[src/common/sensor_cfg_pkg.sv]
// Constants, field layout and types for the sensor configuration decoder.
// Assumes a single 125 MHz core clock and a 32-bit configuration image
// delivered once from the fuse array after power-up.
package sensor_cfg_pkg;
   // Clock rate and the documented times
   localparam int CLK_MHZ = 125;                        // Core clock, MHz
   localparam int DETECT_TIME_US = 6000;                // Detect pull-down time, us (6 ms)
   localparam int TX_PERIOD_US = 228;                   // Free-running message period, us
   localparam int DETECT_CYCLES = DETECT_TIME_US * CLK_MHZ;  // Least time, exact
   localparam int TX_PERIOD_CYCLES = TX_PERIOD_US * CLK_MHZ; // Period, exact

   // Register byte addresses on the AXI4-Lite slave
   localparam logic [7:0] ADDR_CFG_IMAGE = 8'h00;       // Loaded configuration image
   localparam logic [7:0] ADDR_STATUS = 8'h04;          // Decoded state
   localparam logic [7:0] ADDR_MSG = 8'h08;             // Message word in, check bits out
   localparam logic [7:0] ADDR_DEVDATA = 8'h0C;         // Device byte in, placed field out
   localparam logic [1:0] RESP_OKAY = 2'h0;
   localparam logic [1:0] RESP_SLVERR = 2'h2;

   // Field positions in the configuration image
   localparam int POS_USER = 0;                         // User byte [7:0]
   localparam int POS_DLY = 8;                          // Slot delay code [10:8]
   localparam int POS_FIXED_SLOT_DELAY_ENABLE = 11;
   localparam int POS_MD = 12;                          // Device data mode [13:12]
   localparam int POS_BDE = 14;
   localparam int POS_RSV = 15;                         // Reserved phase-2 bit
   localparam int POS_DAT = 17;
   localparam int POS_SVD = 18;
   localparam int POS_ERC = 19;
   localparam int POS_SECOND_DEVICE_DETECT_ENABLE = 20;
   localparam int POS_SYNC_PULSE_ENABLE = 21;
   localparam int POS_AZE = 22;
   localparam int POS_STI = 23;
   localparam int POS_RG = 24;                          // Range code [26:24]
   localparam int POS_FC = 27;                          // Filter code [28:27]
   localparam int POS_ANALOG_TAP_OUTPUT_ENABLE = 29;
   localparam int POS_OTP_PARITY_BIT = 30;
   localparam int POS_LOCK = 31;

   // Mode codes
   localparam logic [1:0] MODE_FULL_CFG = 2'h0;
   localparam logic [1:0] MODE_RANGE = 2'h1;
   localparam logic [1:0] MODE_CODED8 = 2'h2;
   localparam logic [1:0] MODE_CODED10 = 2'h3;
   localparam logic [1:0] ST_DEVICE_OK = 2'h0;          // Self-test phase payload kinds
   localparam logic [1:0] ST_RANGE = 2'h1;
   localparam logic [1:0] ST_DELIMITER = 2'h2;
   localparam logic [2:0] PHASE_AUTO_ZERO = 3'h4;
   localparam logic [2:0] PHASE_NORMAL = 3'h5;
   localparam logic [2:0] RANGE_UNUSED = 3'h7;
   localparam logic [3:0] CRC_POLY = 4'hB;              // x^3 + x + 1

   // Controller states, one-hot
   typedef enum logic [2:0] {
      ST_WAIT_LOAD = 3'h1,
      ST_DETECT = 3'h2,
      ST_RUN = 3'h4
   } ctrl_e;
endpackage : sensor_cfg_pkg

[src/design/sensor_config_field_decode.sv]
// Configuration field decoder with an AXI4-Lite register view.
// Assumes the fuse image arrives on OTP_WORD_I with a one-cycle OTP_LOAD_I
// from logic on the same clock; SYNC_PULSE_I comes from the bus receiver pin.
//
// Summary of operation
// - Discharge only when sync mode also enabled
// - Discharge switches current after valid sync pulse
// - Fixed delay shifts slot by delay code
// - Detect enable draws pull-down for 6 ms
// - Internal self-test judged here, external by receiver
// - Self-test payload by mode: OK/range/delimiter/OK
// - Filter code gives 400/200/100/800 Hz
// - Range code maps to g range, 111 unused
// - Mode code selects startup payload content
// - Full range only with state vectors, auto-zero off
// - Mode 3 with 8-bit data: config error
// - Device byte left-justified in 10 bits in 10-bit mode, right-justified in 8-bit mode
// - Free-running message every 228 us
// - Sync mode transmits only per sync pulse
// - Auto-zero off skips straight to normal data
// - Check clear appends 3-bit CRC
// - Check set appends even parity bit
// - Width bit selects 10-bit or 8-bit data
// - State-vector-off omits vectors, reduced range
// - Lock bit reads fuse programmed state
// - Reserved bit sent in coded modes
// - Unprogrammed bits default zero
module sensor_config_field_decode
   import sensor_cfg_pkg::*;
#(
   parameter int DETECT_CYC = DETECT_CYCLES,            // Shorten for simulation
   parameter int TX_PERIOD_CYC = TX_PERIOD_CYCLES       // Shorten for simulation
) (
   input wire logic CORE_CLK_I,
   input wire logic RST_N_I,
   input wire logic [31:0] OTP_WORD_I,
   input wire logic OTP_LOAD_I,
   input wire logic SYNC_PULSE_I,
   input wire logic [7:0] S_AXI_AWADDR_I,
   input wire logic S_AXI_AWVALID_I,
   output logic S_AXI_AWREADY_O,
   input wire logic [31:0] S_AXI_WDATA_I,
   input wire logic [3:0] S_AXI_WSTRB_I,
   input wire logic S_AXI_WVALID_I,
   output logic S_AXI_WREADY_O,
   output logic [1:0] S_AXI_BRESP_O,
   output logic S_AXI_BVALID_O,
   input wire logic S_AXI_BREADY_I,
   input wire logic [7:0] S_AXI_ARADDR_I,
   input wire logic S_AXI_ARVALID_I,
   output logic S_AXI_ARREADY_O,
   output logic [31:0] S_AXI_RDATA_O,
   output logic [1:0] S_AXI_RRESP_O,
   output logic S_AXI_RVALID_O,
   input wire logic S_AXI_RREADY_I,
   output logic TX_START_O,
   output logic SIGNAL_CURRENT_O,
   output logic DETECT_PULLDOWN_O,
   output logic SLOT_DELAY_EN_O,
   output logic [2:0] SLOT_DELAY_CODE_O,
   output logic SELFTEST_JUDGE_O,
   output logic [1:0] SELFTEST_PAYLOAD_O,
   output logic [9:0] FILTER_HZ_O,
   output logic [9:0] RANGE_G_O,
   output logic [1:0] STARTUP_PAYLOAD_O,
   output logic RESERVED_SEND_O,
   output logic FULL_RANGE_O,
   output logic CONFIG_ERROR_O,
   output logic SENSOR_DATA_EN_O,
   output logic SENSOR_10BIT_O,
   output logic STATE_VECTOR_EN_O,
   output logic [2:0] PHASE_AFTER_SELFTEST_O,
   output logic CHECK_PARITY_O,
   output logic OTP_LOCK_O
);

   ////////////////////////////////////////////////////////////////////////////
   // Helper functions

   // Corner frequency in Hz from the two-bit code
   function automatic logic [9:0] filter_hz(input logic [1:0] fc);
      case (fc)
         2'h0: filter_hz = 10'h190;  // 400 Hz
         2'h1: filter_hz = 10'h0C8;  // 200 Hz
         2'h2: filter_hz = 10'h064;  // 100 Hz
         default: filter_hz = 10'h320;  // 800 Hz
      endcase
   endfunction : filter_hz

   // Full-scale range in g; zero for the unused code
   function automatic logic [9:0] range_g(input logic [2:0] rg);
      case (rg)
         3'h0: range_g = 10'h032;  // 50 g
         3'h1: range_g = 10'h064;  // 100 g
         3'h2: range_g = 10'h0FA;  // 250 g
         3'h3: range_g = 10'h096;  // 150 g
         3'h4: range_g = 10'h0C8;  // 200 g
         3'h5: range_g = 10'h15E;  // 350 g
         3'h6: range_g = 10'h1F4;  // 500 g
         default: range_g = 10'h000;  // Not used
      endcase
   endfunction : range_g

   // Three-bit CRC over a 16-bit message, MSB first, zero seed
   function automatic logic [2:0] crc3(input logic [15:0] msg);
      logic [3:0] acc;
      acc = 4'h0;
      for (int i = 15; i >= 0; i--) begin
         acc = {acc[2:0], msg[i]};
         if (acc[3]) begin
            acc = acc ^ CRC_POLY;
         end
      end
      for (int i = 0; i < 3; i++) begin
         acc = {acc[2:0], 1'b0};
         if (acc[3]) begin
            acc = acc ^ CRC_POLY;
         end
      end
      crc3 = acc[2:0];
   endfunction : crc3

   ////////////////////////////////////////////////////////////////////////////
   // State

   typedef struct packed {
      ctrl_e ctrl;               // Controller state
      logic [31:0] cfg;          // Loaded configuration image
      logic sync_meta;           // Synchroniser stage 1
      logic sync_s;              // Synchroniser stage 2
      logic sync_d;              // Edge detect delay
      logic [19:0] det_cnt;      // Detect pull-down timer
      logic [19:0] tx_cnt;       // Free-running period timer
      logic tx_start;
      logic sig_cur;
      logic det_pd;
      logic [15:0] msg;          // Software message word
      logic [2:0] check;         // Check bits for msg
      logic [7:0] dev_byte;      // Software device byte
      logic [9:0] dev_field;     // Placed device field
      logic aw_have;
      logic [7:0] aw_addr;
      logic w_have;
      logic [31:0] w_data;
      logic [3:0] w_strb;
      logic aw_rdy;
      logic w_rdy;
      logic bvalid;
      logic [1:0] bresp;
      logic ar_rdy;
      logic rvalid;
      logic [31:0] rdata;
      logic [1:0] rresp;
   } state_s;

   state_s st_reg;  // Registered state
   state_s st_next; // Next state

   // Decoded fields of the loaded image, and the sync pulse edge
   logic [1:0] md;
   logic cfg_err;
   logic full_rng;
   logic sync_edge;
   assign md = st_reg.cfg[POS_MD +: 2];
   assign sync_edge = st_reg.sync_s & ~st_reg.sync_d;

   // Mode 0 with vectors off, or mode 3 with 8-bit data, is inconsistent
   assign cfg_err = (md == MODE_FULL_CFG && st_reg.cfg[POS_SVD]) ||
                    (md == MODE_CODED10 && st_reg.cfg[POS_DAT]);
   assign full_rng = ~st_reg.cfg[POS_SVD] & ~st_reg.cfg[POS_AZE];

   ////////////////////////////////////////////////////////////////////////////
   // Next-state logic

   always_comb begin
      logic [31:0] st_word;
      st_word = 32'h0000_0000;
      st_next = st_reg;
      // Synchroniser: only stage 2 reads stage 1
      st_next.sync_meta = SYNC_PULSE_I;
      st_next.sync_s = st_reg.sync_meta;
      st_next.sync_d = st_reg.sync_s;
      st_next.tx_start = 1'b0;
      st_next.sig_cur = 1'b0;

      // Controller
      case (st_reg.ctrl)
         ST_WAIT_LOAD: begin
            // Image taken once; later loads are ignored
            if (OTP_LOAD_I) begin
               st_next.cfg = OTP_WORD_I;
               st_next.det_cnt = 20'h0_0000;
               st_next.det_pd = OTP_WORD_I[POS_SECOND_DEVICE_DETECT_ENABLE];
               st_next.ctrl = OTP_WORD_I[POS_SECOND_DEVICE_DETECT_ENABLE] ? ST_DETECT : ST_RUN;
            end
         end
         ST_DETECT: begin
            // Pull-down held for the detect window
            if (st_reg.det_cnt == 20'(DETECT_CYC - 1)) begin
               st_next.det_pd = 1'b0;
               st_next.ctrl = ST_RUN;
            end else begin
               st_next.det_cnt = st_reg.det_cnt + 20'h0_0001;
            end
         end
         ST_RUN: begin
            if (st_reg.cfg[POS_SYNC_PULSE_ENABLE]) begin
               // Sync mode: one message per recognised pulse
               st_next.tx_start = sync_edge;
               st_next.sig_cur = sync_edge & st_reg.cfg[POS_BDE];
            end else if (st_reg.tx_cnt == 20'(TX_PERIOD_CYC - 1)) begin
               // Free-running period from the internal clock
               st_next.tx_cnt = 20'h0_0000;
               st_next.tx_start = 1'b1;
            end else begin
               st_next.tx_cnt = st_reg.tx_cnt + 20'h0_0001;
            end
         end
         default: begin
            st_next.ctrl = ST_WAIT_LOAD;
         end
      endcase

      // Check bits follow the message word and check type
      st_next.check = st_reg.cfg[POS_ERC] ? {2'h0, ^st_reg.msg}
                                          : crc3(st_reg.msg);
      // Device byte placed for the selected data width
      st_next.dev_field = st_reg.cfg[POS_DAT] ? {2'h0, st_reg.dev_byte}
                                              : {st_reg.dev_byte, 2'h0};

      // AXI write: address and data taken in either order
      if (S_AXI_AWVALID_I && st_reg.aw_rdy) begin
         st_next.aw_have = 1'b1;
         st_next.aw_addr = S_AXI_AWADDR_I;
      end
      if (S_AXI_WVALID_I && st_reg.w_rdy) begin
         st_next.w_have = 1'b1;
         st_next.w_data = S_AXI_WDATA_I;
         st_next.w_strb = S_AXI_WSTRB_I;
      end
      if (st_reg.bvalid && S_AXI_BREADY_I) begin
         st_next.bvalid = 1'b0;
      end
      if (st_reg.aw_have && st_reg.w_have && !st_reg.bvalid) begin
         // Both halves present: perform and answer
         st_next.aw_have = 1'b0;
         st_next.w_have = 1'b0;
         st_next.bvalid = 1'b1;
         st_next.bresp = RESP_OKAY;
         case (st_reg.aw_addr & 8'hFC)
            ADDR_MSG: begin
               if (st_reg.w_strb[0]) st_next.msg[7:0] = st_reg.w_data[7:0];
               if (st_reg.w_strb[1]) st_next.msg[15:8] = st_reg.w_data[15:8];
            end
            ADDR_DEVDATA: begin
               if (st_reg.w_strb[0]) st_next.dev_byte = st_reg.w_data[7:0];
            end
            ADDR_CFG_IMAGE, ADDR_STATUS: begin
               // Read-only: image frozen after load
               st_next.bresp = RESP_OKAY;
            end
            default: begin
               st_next.bresp = RESP_SLVERR;
            end
         endcase
      end
      st_next.aw_rdy = ~st_next.aw_have & ~st_next.bvalid;
      st_next.w_rdy = ~st_next.w_have & ~st_next.bvalid;

      // AXI read
      st_word = {22'h00_0000, st_reg.ctrl, st_reg.det_pd, full_rng, cfg_err,
                 st_reg.cfg[POS_LOCK], st_reg.ctrl != ST_WAIT_LOAD, st_reg.cfg[POS_ANALOG_TAP_OUTPUT_ENABLE],
                 st_reg.cfg[POS_STI]};
      if (st_reg.rvalid && S_AXI_RREADY_I) begin
         st_next.rvalid = 1'b0;
      end
      if (S_AXI_ARVALID_I && st_reg.ar_rdy) begin
         st_next.rvalid = 1'b1;
         st_next.rresp = RESP_OKAY;
         case (S_AXI_ARADDR_I & 8'hFC)
            ADDR_CFG_IMAGE: st_next.rdata = st_reg.cfg;
            ADDR_STATUS: st_next.rdata = st_word;
            ADDR_MSG: st_next.rdata = {13'h0000, st_reg.check, st_reg.msg};
            ADDR_DEVDATA: st_next.rdata = {22'h00_0000, st_reg.dev_field};
            default: begin
               st_next.rdata = 32'h0000_0000;
               st_next.rresp = RESP_SLVERR;
            end
         endcase
      end
      st_next.ar_rdy = ~st_next.rvalid;
   end

   ////////////////////////////////////////////////////////////////////////////
   // State register; unprogrammed image reads all zero

   always_ff @(posedge CORE_CLK_I or negedge RST_N_I) begin
      if (!RST_N_I) begin
         st_reg <= '{ctrl: ST_WAIT_LOAD, default: '0};
      end else begin
         st_reg <= st_next;
      end
   end

   ////////////////////////////////////////////////////////////////////////////
   // Registered decoded outputs

   always_ff @(posedge CORE_CLK_I or negedge RST_N_I) begin
      if (!RST_N_I) begin
         SLOT_DELAY_EN_O <= 1'b0;
         SLOT_DELAY_CODE_O <= 3'h0;
         SELFTEST_JUDGE_O <= 1'b0;
         SELFTEST_PAYLOAD_O <= 2'h0;
         FILTER_HZ_O <= 10'h000;
         RANGE_G_O <= 10'h000;
         STARTUP_PAYLOAD_O <= 2'h0;
         RESERVED_SEND_O <= 1'b0;
         FULL_RANGE_O <= 1'b0;
         CONFIG_ERROR_O <= 1'b0;
         SENSOR_DATA_EN_O <= 1'b0;
         SENSOR_10BIT_O <= 1'b0;
         STATE_VECTOR_EN_O <= 1'b0;
         PHASE_AFTER_SELFTEST_O <= 3'h0;
         CHECK_PARITY_O <= 1'b0;
         OTP_LOCK_O <= 1'b0;
      end else begin
         SLOT_DELAY_EN_O <= st_reg.cfg[POS_FIXED_SLOT_DELAY_ENABLE];
         SLOT_DELAY_CODE_O <= st_reg.cfg[POS_FIXED_SLOT_DELAY_ENABLE] ? st_reg.cfg[POS_DLY +: 3] : 3'h0;
         SELFTEST_JUDGE_O <= st_reg.cfg[POS_STI];
         // Range for mode 1, delimiter for mode 2, device OK otherwise
         SELFTEST_PAYLOAD_O <= (md == MODE_RANGE) ? ST_RANGE :
                               (md == MODE_CODED8) ? ST_DELIMITER : ST_DEVICE_OK;
         FILTER_HZ_O <= filter_hz(st_reg.cfg[POS_FC +: 2]);
         RANGE_G_O <= range_g(st_reg.cfg[POS_RG +: 3]);
         STARTUP_PAYLOAD_O <= md;
         RESERVED_SEND_O <= md[1];
         FULL_RANGE_O <= full_rng;
         CONFIG_ERROR_O <= cfg_err;
         SENSOR_DATA_EN_O <= st_reg.ctrl == ST_RUN && !cfg_err;
         SENSOR_10BIT_O <= ~st_reg.cfg[POS_DAT];
         STATE_VECTOR_EN_O <= ~st_reg.cfg[POS_SVD];
         PHASE_AFTER_SELFTEST_O <= st_reg.cfg[POS_AZE] ? PHASE_AUTO_ZERO : PHASE_NORMAL;
         CHECK_PARITY_O <= st_reg.cfg[POS_ERC];
         OTP_LOCK_O <= st_reg.cfg[POS_LOCK];
      end
   end

   // Struct fields straight to ports
   assign S_AXI_AWREADY_O = st_reg.aw_rdy;
   assign S_AXI_WREADY_O = st_reg.w_rdy;
   assign S_AXI_BVALID_O = st_reg.bvalid;
   assign S_AXI_BRESP_O = st_reg.bresp;
   assign S_AXI_ARREADY_O = st_reg.ar_rdy;
   assign S_AXI_RVALID_O = st_reg.rvalid;
   assign S_AXI_RDATA_O = st_reg.rdata;
   assign S_AXI_RRESP_O = st_reg.rresp;
   assign TX_START_O = st_reg.tx_start;
   assign SIGNAL_CURRENT_O = st_reg.sig_cur;
   assign DETECT_PULLDOWN_O = st_reg.det_pd;
endmodule : sensor_config_field_decode

[config.mk]
export PLATFORM = sky130hd
export DESIGN_NAME = sensor_config_field_decode
export DESIGN_NICKNAME = d
export VERILOG_FILES = /design/src/common/sensor_cfg_pkg.sv /design/src/design/sensor_config_field_decode.sv
export SDC_FILE = /design/constraint.sdc
export NUM_CORES = 1
export LEC_CHECK = 0
export ABC_AREA = 1
export ABC_CLOCK_PERIOD_IN_PS = 2400
export BUFFER_PORTS_ARGS = -buffer_cell sky130_fd_sc_hd__buf_2
export CORE_UTILIZATION = 50
export CTS_BUF_LIST = sky130_fd_sc_hd__clkbuf_4
export DETAILED_ROUTE_END_ITERATION = 8
export PLACE_DENSITY = 0.73
export SLEW_MARGIN = 20
export SYNTH_ARGS = -nofsm -noshare
export SYNTH_HDL_FRONTEND = slang
export SYNTH_SLANG_ARGS = --single-unit
[constraint.sdc]
create_clock -name CORE_CLK_I -period 2.4 [get_ports CORE_CLK_I]
set_clock_uncertainty 0.05 [all_clocks]
set_input_delay 0.36 -clock CORE_CLK_I [delete_from_list [all_inputs] [get_ports CORE_CLK_I]]
set_output_delay 0.36 -clock CORE_CLK_I [all_outputs]
set_load 0.1 [all_outputs]
# Word-level counts from Yosys, hierarchy flattened
# Cells that the tools add are included.
[op_classes]
add_sub_neg = 2
mul = 0
n_div = 0
n_lt_le_gt_ge = 0
eq_ne = 26
shifts = 0
mux = 50
n_bitwise = 31
reduce_logical = 30
[ops]
columns = ["op", "count"]
rows = [
  ["one-hot mux 32 bit (4 select lines)", 1],
  ["two-way mux 35 bit", 2],
  ["one-hot mux 9 bit (7 select lines)", 1],
  ["two-way mux 20 bit", 3],
  ["two-way mux 2 bit", 21],
  ["adder 20 x 1 -> 20 bit (second input constant)", 2],
  ["one-hot mux 20 bit (2 select lines)", 1],
  ["two-way mux 37 bit", 1],
  ["inverter 2 bit", 16],
  ["one-hot mux 10 bit (3 select lines)", 1],
  ["equality test 6 x 2 -> 1 bit (second input constant)", 4],
  ["equality test 20 x 15 -> 1 bit (second input constant)", 1],
  ["equality test 20 bit (second input constant)", 1],
  ["AND reduction 3 bit", 6],
  ["zero test 8 bit", 2],
  ["XOR reduction 16 bit", 1],
  ["two-way mux 3 bit", 5],
  ["equality test 3 bit (second input constant)", 4],
  ["equality test 6 x 1 -> 1 bit (second input constant)", 2],
  ["logical AND 1 bit", 10],
  ["two-way mux 1 bit", 10],
  ["two-way mux 10 bit", 1],
  ["inverter 1 bit", 10],
  ["equality test 3 x 2 -> 1 bit (second input constant)", 3],
  ["16 further kinds", 30],
]
[word_totals]
reg_bits = 245
latch_bits = 0
ram_bits = 0
romBits = 0
in_bits = 93
out_inout_bits = 84
word_cells = 183
memories = 0

# Depth between registers and ports, before layout
[depth]
ltp_word = 33
ltp_mapped = 23
ltp_nobuf = 23

# Worst setup path after synthesis
# No wires, ideal clock.
[synth_timing]
kind = "register to register"
from = "reg st_reg[202] (netlist name)"
to = "reg st_reg[164] (netlist name)"
setup_time_ns = 0.123
arrival_time_ns = 1.924
t_required_ns = 2.227
slack_ns = 0.303
path_stages_with_launch = 14
path_buffers = 0
synth_period_minus_slack_ns = 2.097
cell_sequence = "dfstp_2 -> inv_1 -> nor3_2 -> inv_1 -> nand2_1 -> nand2_1 -> nor2_2 -> inv_2 -> nor3_2 -> nand2_1 -> nor2_2 -> nand3_2 -> nor3b_1 -> nor2_1"
[synth_via]
elab_chain_len = 3
elab_cells_between_ends = 7
cone_classes = "eq/ne: 4; mux: 1; reduce/logical: 2"
[synth_rtl]
columns = ["element", "line", "source"]
rows = [
  ["start: declaration", "sensor_config_field_decode.sv:156", "state_s st_reg;"],
  ["start signal: assignment", "sensor_config_field_decode.sv:301", "st_reg <= st_next;"],
  ["equality test 3 x 2 -> 1 bit / equality test 3 x 1 -> 1 bit (equally long branches)", "sensor_config_field_decode.sv:187", "case (st_reg.ctrl)"],
  ["inequality test 2 bit (no line) / nonzero test 2 bit (equally long branches)", "--", ""],
  ["AND reduction 3 bit (no line)", "--", ""],
]
# Several ways; a longest one is shown, not always the timed one.
# A chain may end at the register's enable or synchronous reset.

# Worst setup path after layout
# Same ends and word-level chain as after synthesis.

==> metrics.md <==
| Metric | Value |
|---|---|
| Num rows | `51` |
| Critical path endpoint category | `flop` |
| Clock transition at path regs | `0.07 ns` |
| Fmax | `434 MHz` |
| Clock sink count | `217` |
| Multi-input logic area | `3910 µm²` |
| First-pass GRT wire length | `38800 µm` |
| GR Util met1 | `0.304` |
| Crit Path Category | `reg2reg` |
| Number of flip-flops under the largest register name | `137` |
| Vias in the first global route | `8309` |
| CP max FO | `7` |
| Most frequent cells in the layout | `306 x nand2_1, 212 x dfrtp_1, 146 x buf_2` |
| Hold Path Cell Cnt | `5` |
| Max-cap viol count | `0` |
| Post-synth ARST share | `1.00` |
| Finished Core Util | `0.644` |
| Critical path required time | `2.94 ns` |
| Number of vias per cell | `5.04` |
| Synthesized cell area | `9970 µm²` |
| Worst setup SP type | `flop` |
| Layout cells sized above 1 | `0.262` |
| Storage cell area | `5440 µm²` |
| Final setup viols | `0` |
| Clock Latency Late Sink | `0.67 ns` |
| Die area | `20500 µm²` |
| Number of enable flip-flop cells after synthesis | `0` |
| Initial DRC Count | `398` |
| Syn Inst Count | `1142` |
| R2r setup slk | `0.09 ns` |
| Clock buffer count from CTS | `55` |
| Hold Path Class | `in2reg` |
| Fin. Hold Viols | `0` |
| R2r worst-path depth | `14` |
| Rel. slew slack | `0.429` |
| Final ANT Viol Nets | `0` |
| Top_reg_cell synth | `dfrtp_1` |
| H-tree depth | `2` |
| Syn avg cell area | `8.73 µm²` |
| TritonRoute pass-1 iters | `5` |
| GPL Wtd Cong | `0.896` |
| Starting utilization of the core area | `0.510` |
| Via Count | `8550` |
| Worst-Margin Slew | `0.856 ns` |
| IO Port Bufs | `147` |
| Core Footprint | `19500 µm²` |
| CTS root buf | `clkbuf_4` |
| CTS tree | `done` |
| Die span in x | `143 µm` |
| DIE HEIGHT | `143 µm` |
| Yosys warning total | `0` |
| Register area share after synthesis | `0.545` |
| Global Route Usage Sum | `0.241` |
| Total wire length | `24200 µm` |
| Filler Cells Inserted | `1596` |
| Clock buffer depth | `3` |
| Io pins | `177` |
| Area growth, synth to finish | `26.2%` |
| GRT busiest layer | `met2` |
| Avg WL per Cell | `14.3 µm` |
| Unrepaired setup endpoints after global routing | `true` |
| Yosys reg bits | `217` |
| Max-slew violation count | `0` |
| Tmin final | `2.31 ns` |
| Period utilization | `0.961` |
| M2 GR Usage | `0.402` |
| Arrival time worst endpoint | `2.84 ns` |
| Post-synth cell types | `42` |
| Post-route DRC | `0` |
| Most common cell after layout, fill and taps aside | `nand2_1` |
| HPWL Detailed | `16300 µm` |
| Largest net degree at the start of global routing | `74` |
| Grt ovf | `0` |
| Nets | `1490` |
| Setup TNS | `0 ns` |
| Initial antenna violation count | `1` |
| Met3 Use GR | `0.0523` |
| Status | `complete, no violations` |
## metal layers
| metal | routed length [µm] | up-vias |
|---|---|---|
| li1 | - | 4187 |
| met1 | 10400 | 4015 |
| met2 | 11600 | 294 |
| met4 | 673 | 0 |
| met3 | 1540 | 54 |
| met5 | 0 | - |
## critical path, cell delays in order (launching register included)
cell     delay [ns]
dfstp_2        0.59
buf_4          0.15
nor3_4         0.04
inv_2          0.07
buf_4          0.15
nor2_1         0.08
nor2_4         0.17
inv_4          0.07
nor3_4         0.19
nand2_2        0.10
nor2_4         0.15
nand3_4        0.10
nor2_1         0.11
o21ai_0        0.07
nor2_1         0.13
## cell families after synthesis
kind of cell / count (synthesis) / share of synthesized area
adder cells (fa/ha/maj): 7 / 0.00879
AND/OR/NAND/NOR: 530 / 0.237
buffers and inverters: 194 / 0.0890
XOR/XNOR: 25 / 0.0220
AO/OA/AOI/OAI: 167 / 0.0977
flip-flops: 217 / 0.545
other: 2 / 0.000753
## synthesized netlist by cell type (all sizes together) (14+ instances only)
master	number	share of area
buf	43	0.032
nor3	21	0.014
nor2	58	0.024
dfrtp	216	0.54
a21oi	23	0.012
nor4	17	0.013
clkbuf	24	0.0090
o31ai	17	0.013
xor2	14	0.012
o21ai	90	0.045
nand3	55	0.032
nand2	361	0.14
a22oi	21	0.016
inv	126	0.047
## final cells by class
type,count,share of cell area
antenna,1,0.000199
clock buffer,75,0.0448
clock inverter,22,0.00786
inverter,127,0.0389
multi-input combinational,737,0.311
sequential,217,0.432
tap,265,0.0264
timing repair buffer,252,0.139
## stage by stage
stage | area [µm²] | std cells | hold slack [ns] | worst slack [ns]
2_1_floorplan | 9990 | 1148 | 0.0144 | 0.303
3_3_place_gp | 10900 | 1518 | 0.260 | 0.101
3_5_place_dp | 10900 | 1518 | 0.260 | 0.0619
4_1_cts | 12300 | 1684 | 0.0905 | 0.0377
5_1_grt | 12600 | 1696 | 0.123 | -0.125
6_report | 12600 | 1696 | 0.149 | 0.0934
## final timing paths
| check | from | to |
|---|---|---|
| max | st_reg[202] | st_reg[164] |
| min | S_AXI_WVALID_I | st_reg[45] |
| max reg2reg | st_reg[202] | st_reg[164] |
| min reg2reg | st_next[168] | st_next[167] |
| max in group asynchronous | RST_N_I | st_reg[202] |
| min in group asynchronous | RST_N_I | PHASE_AFTER_SELFTEST_O[2] |
## repair_timing
| item | 4_1_cts | 5_1_grt |
|---|---|---|
| hold buffers | 69 | 0 |
| gates resized for setup | 0 | 73 |
| buffers inserted | 0 | 11 |
| endpoints found under the hold margin | 251 | 0 |
| setup endpoints to repair | 0 | 11 |
Power is left out: the tool's default activity adds up to more than one toggle a clock period on the data nets, which glitch-free logic cannot reach.
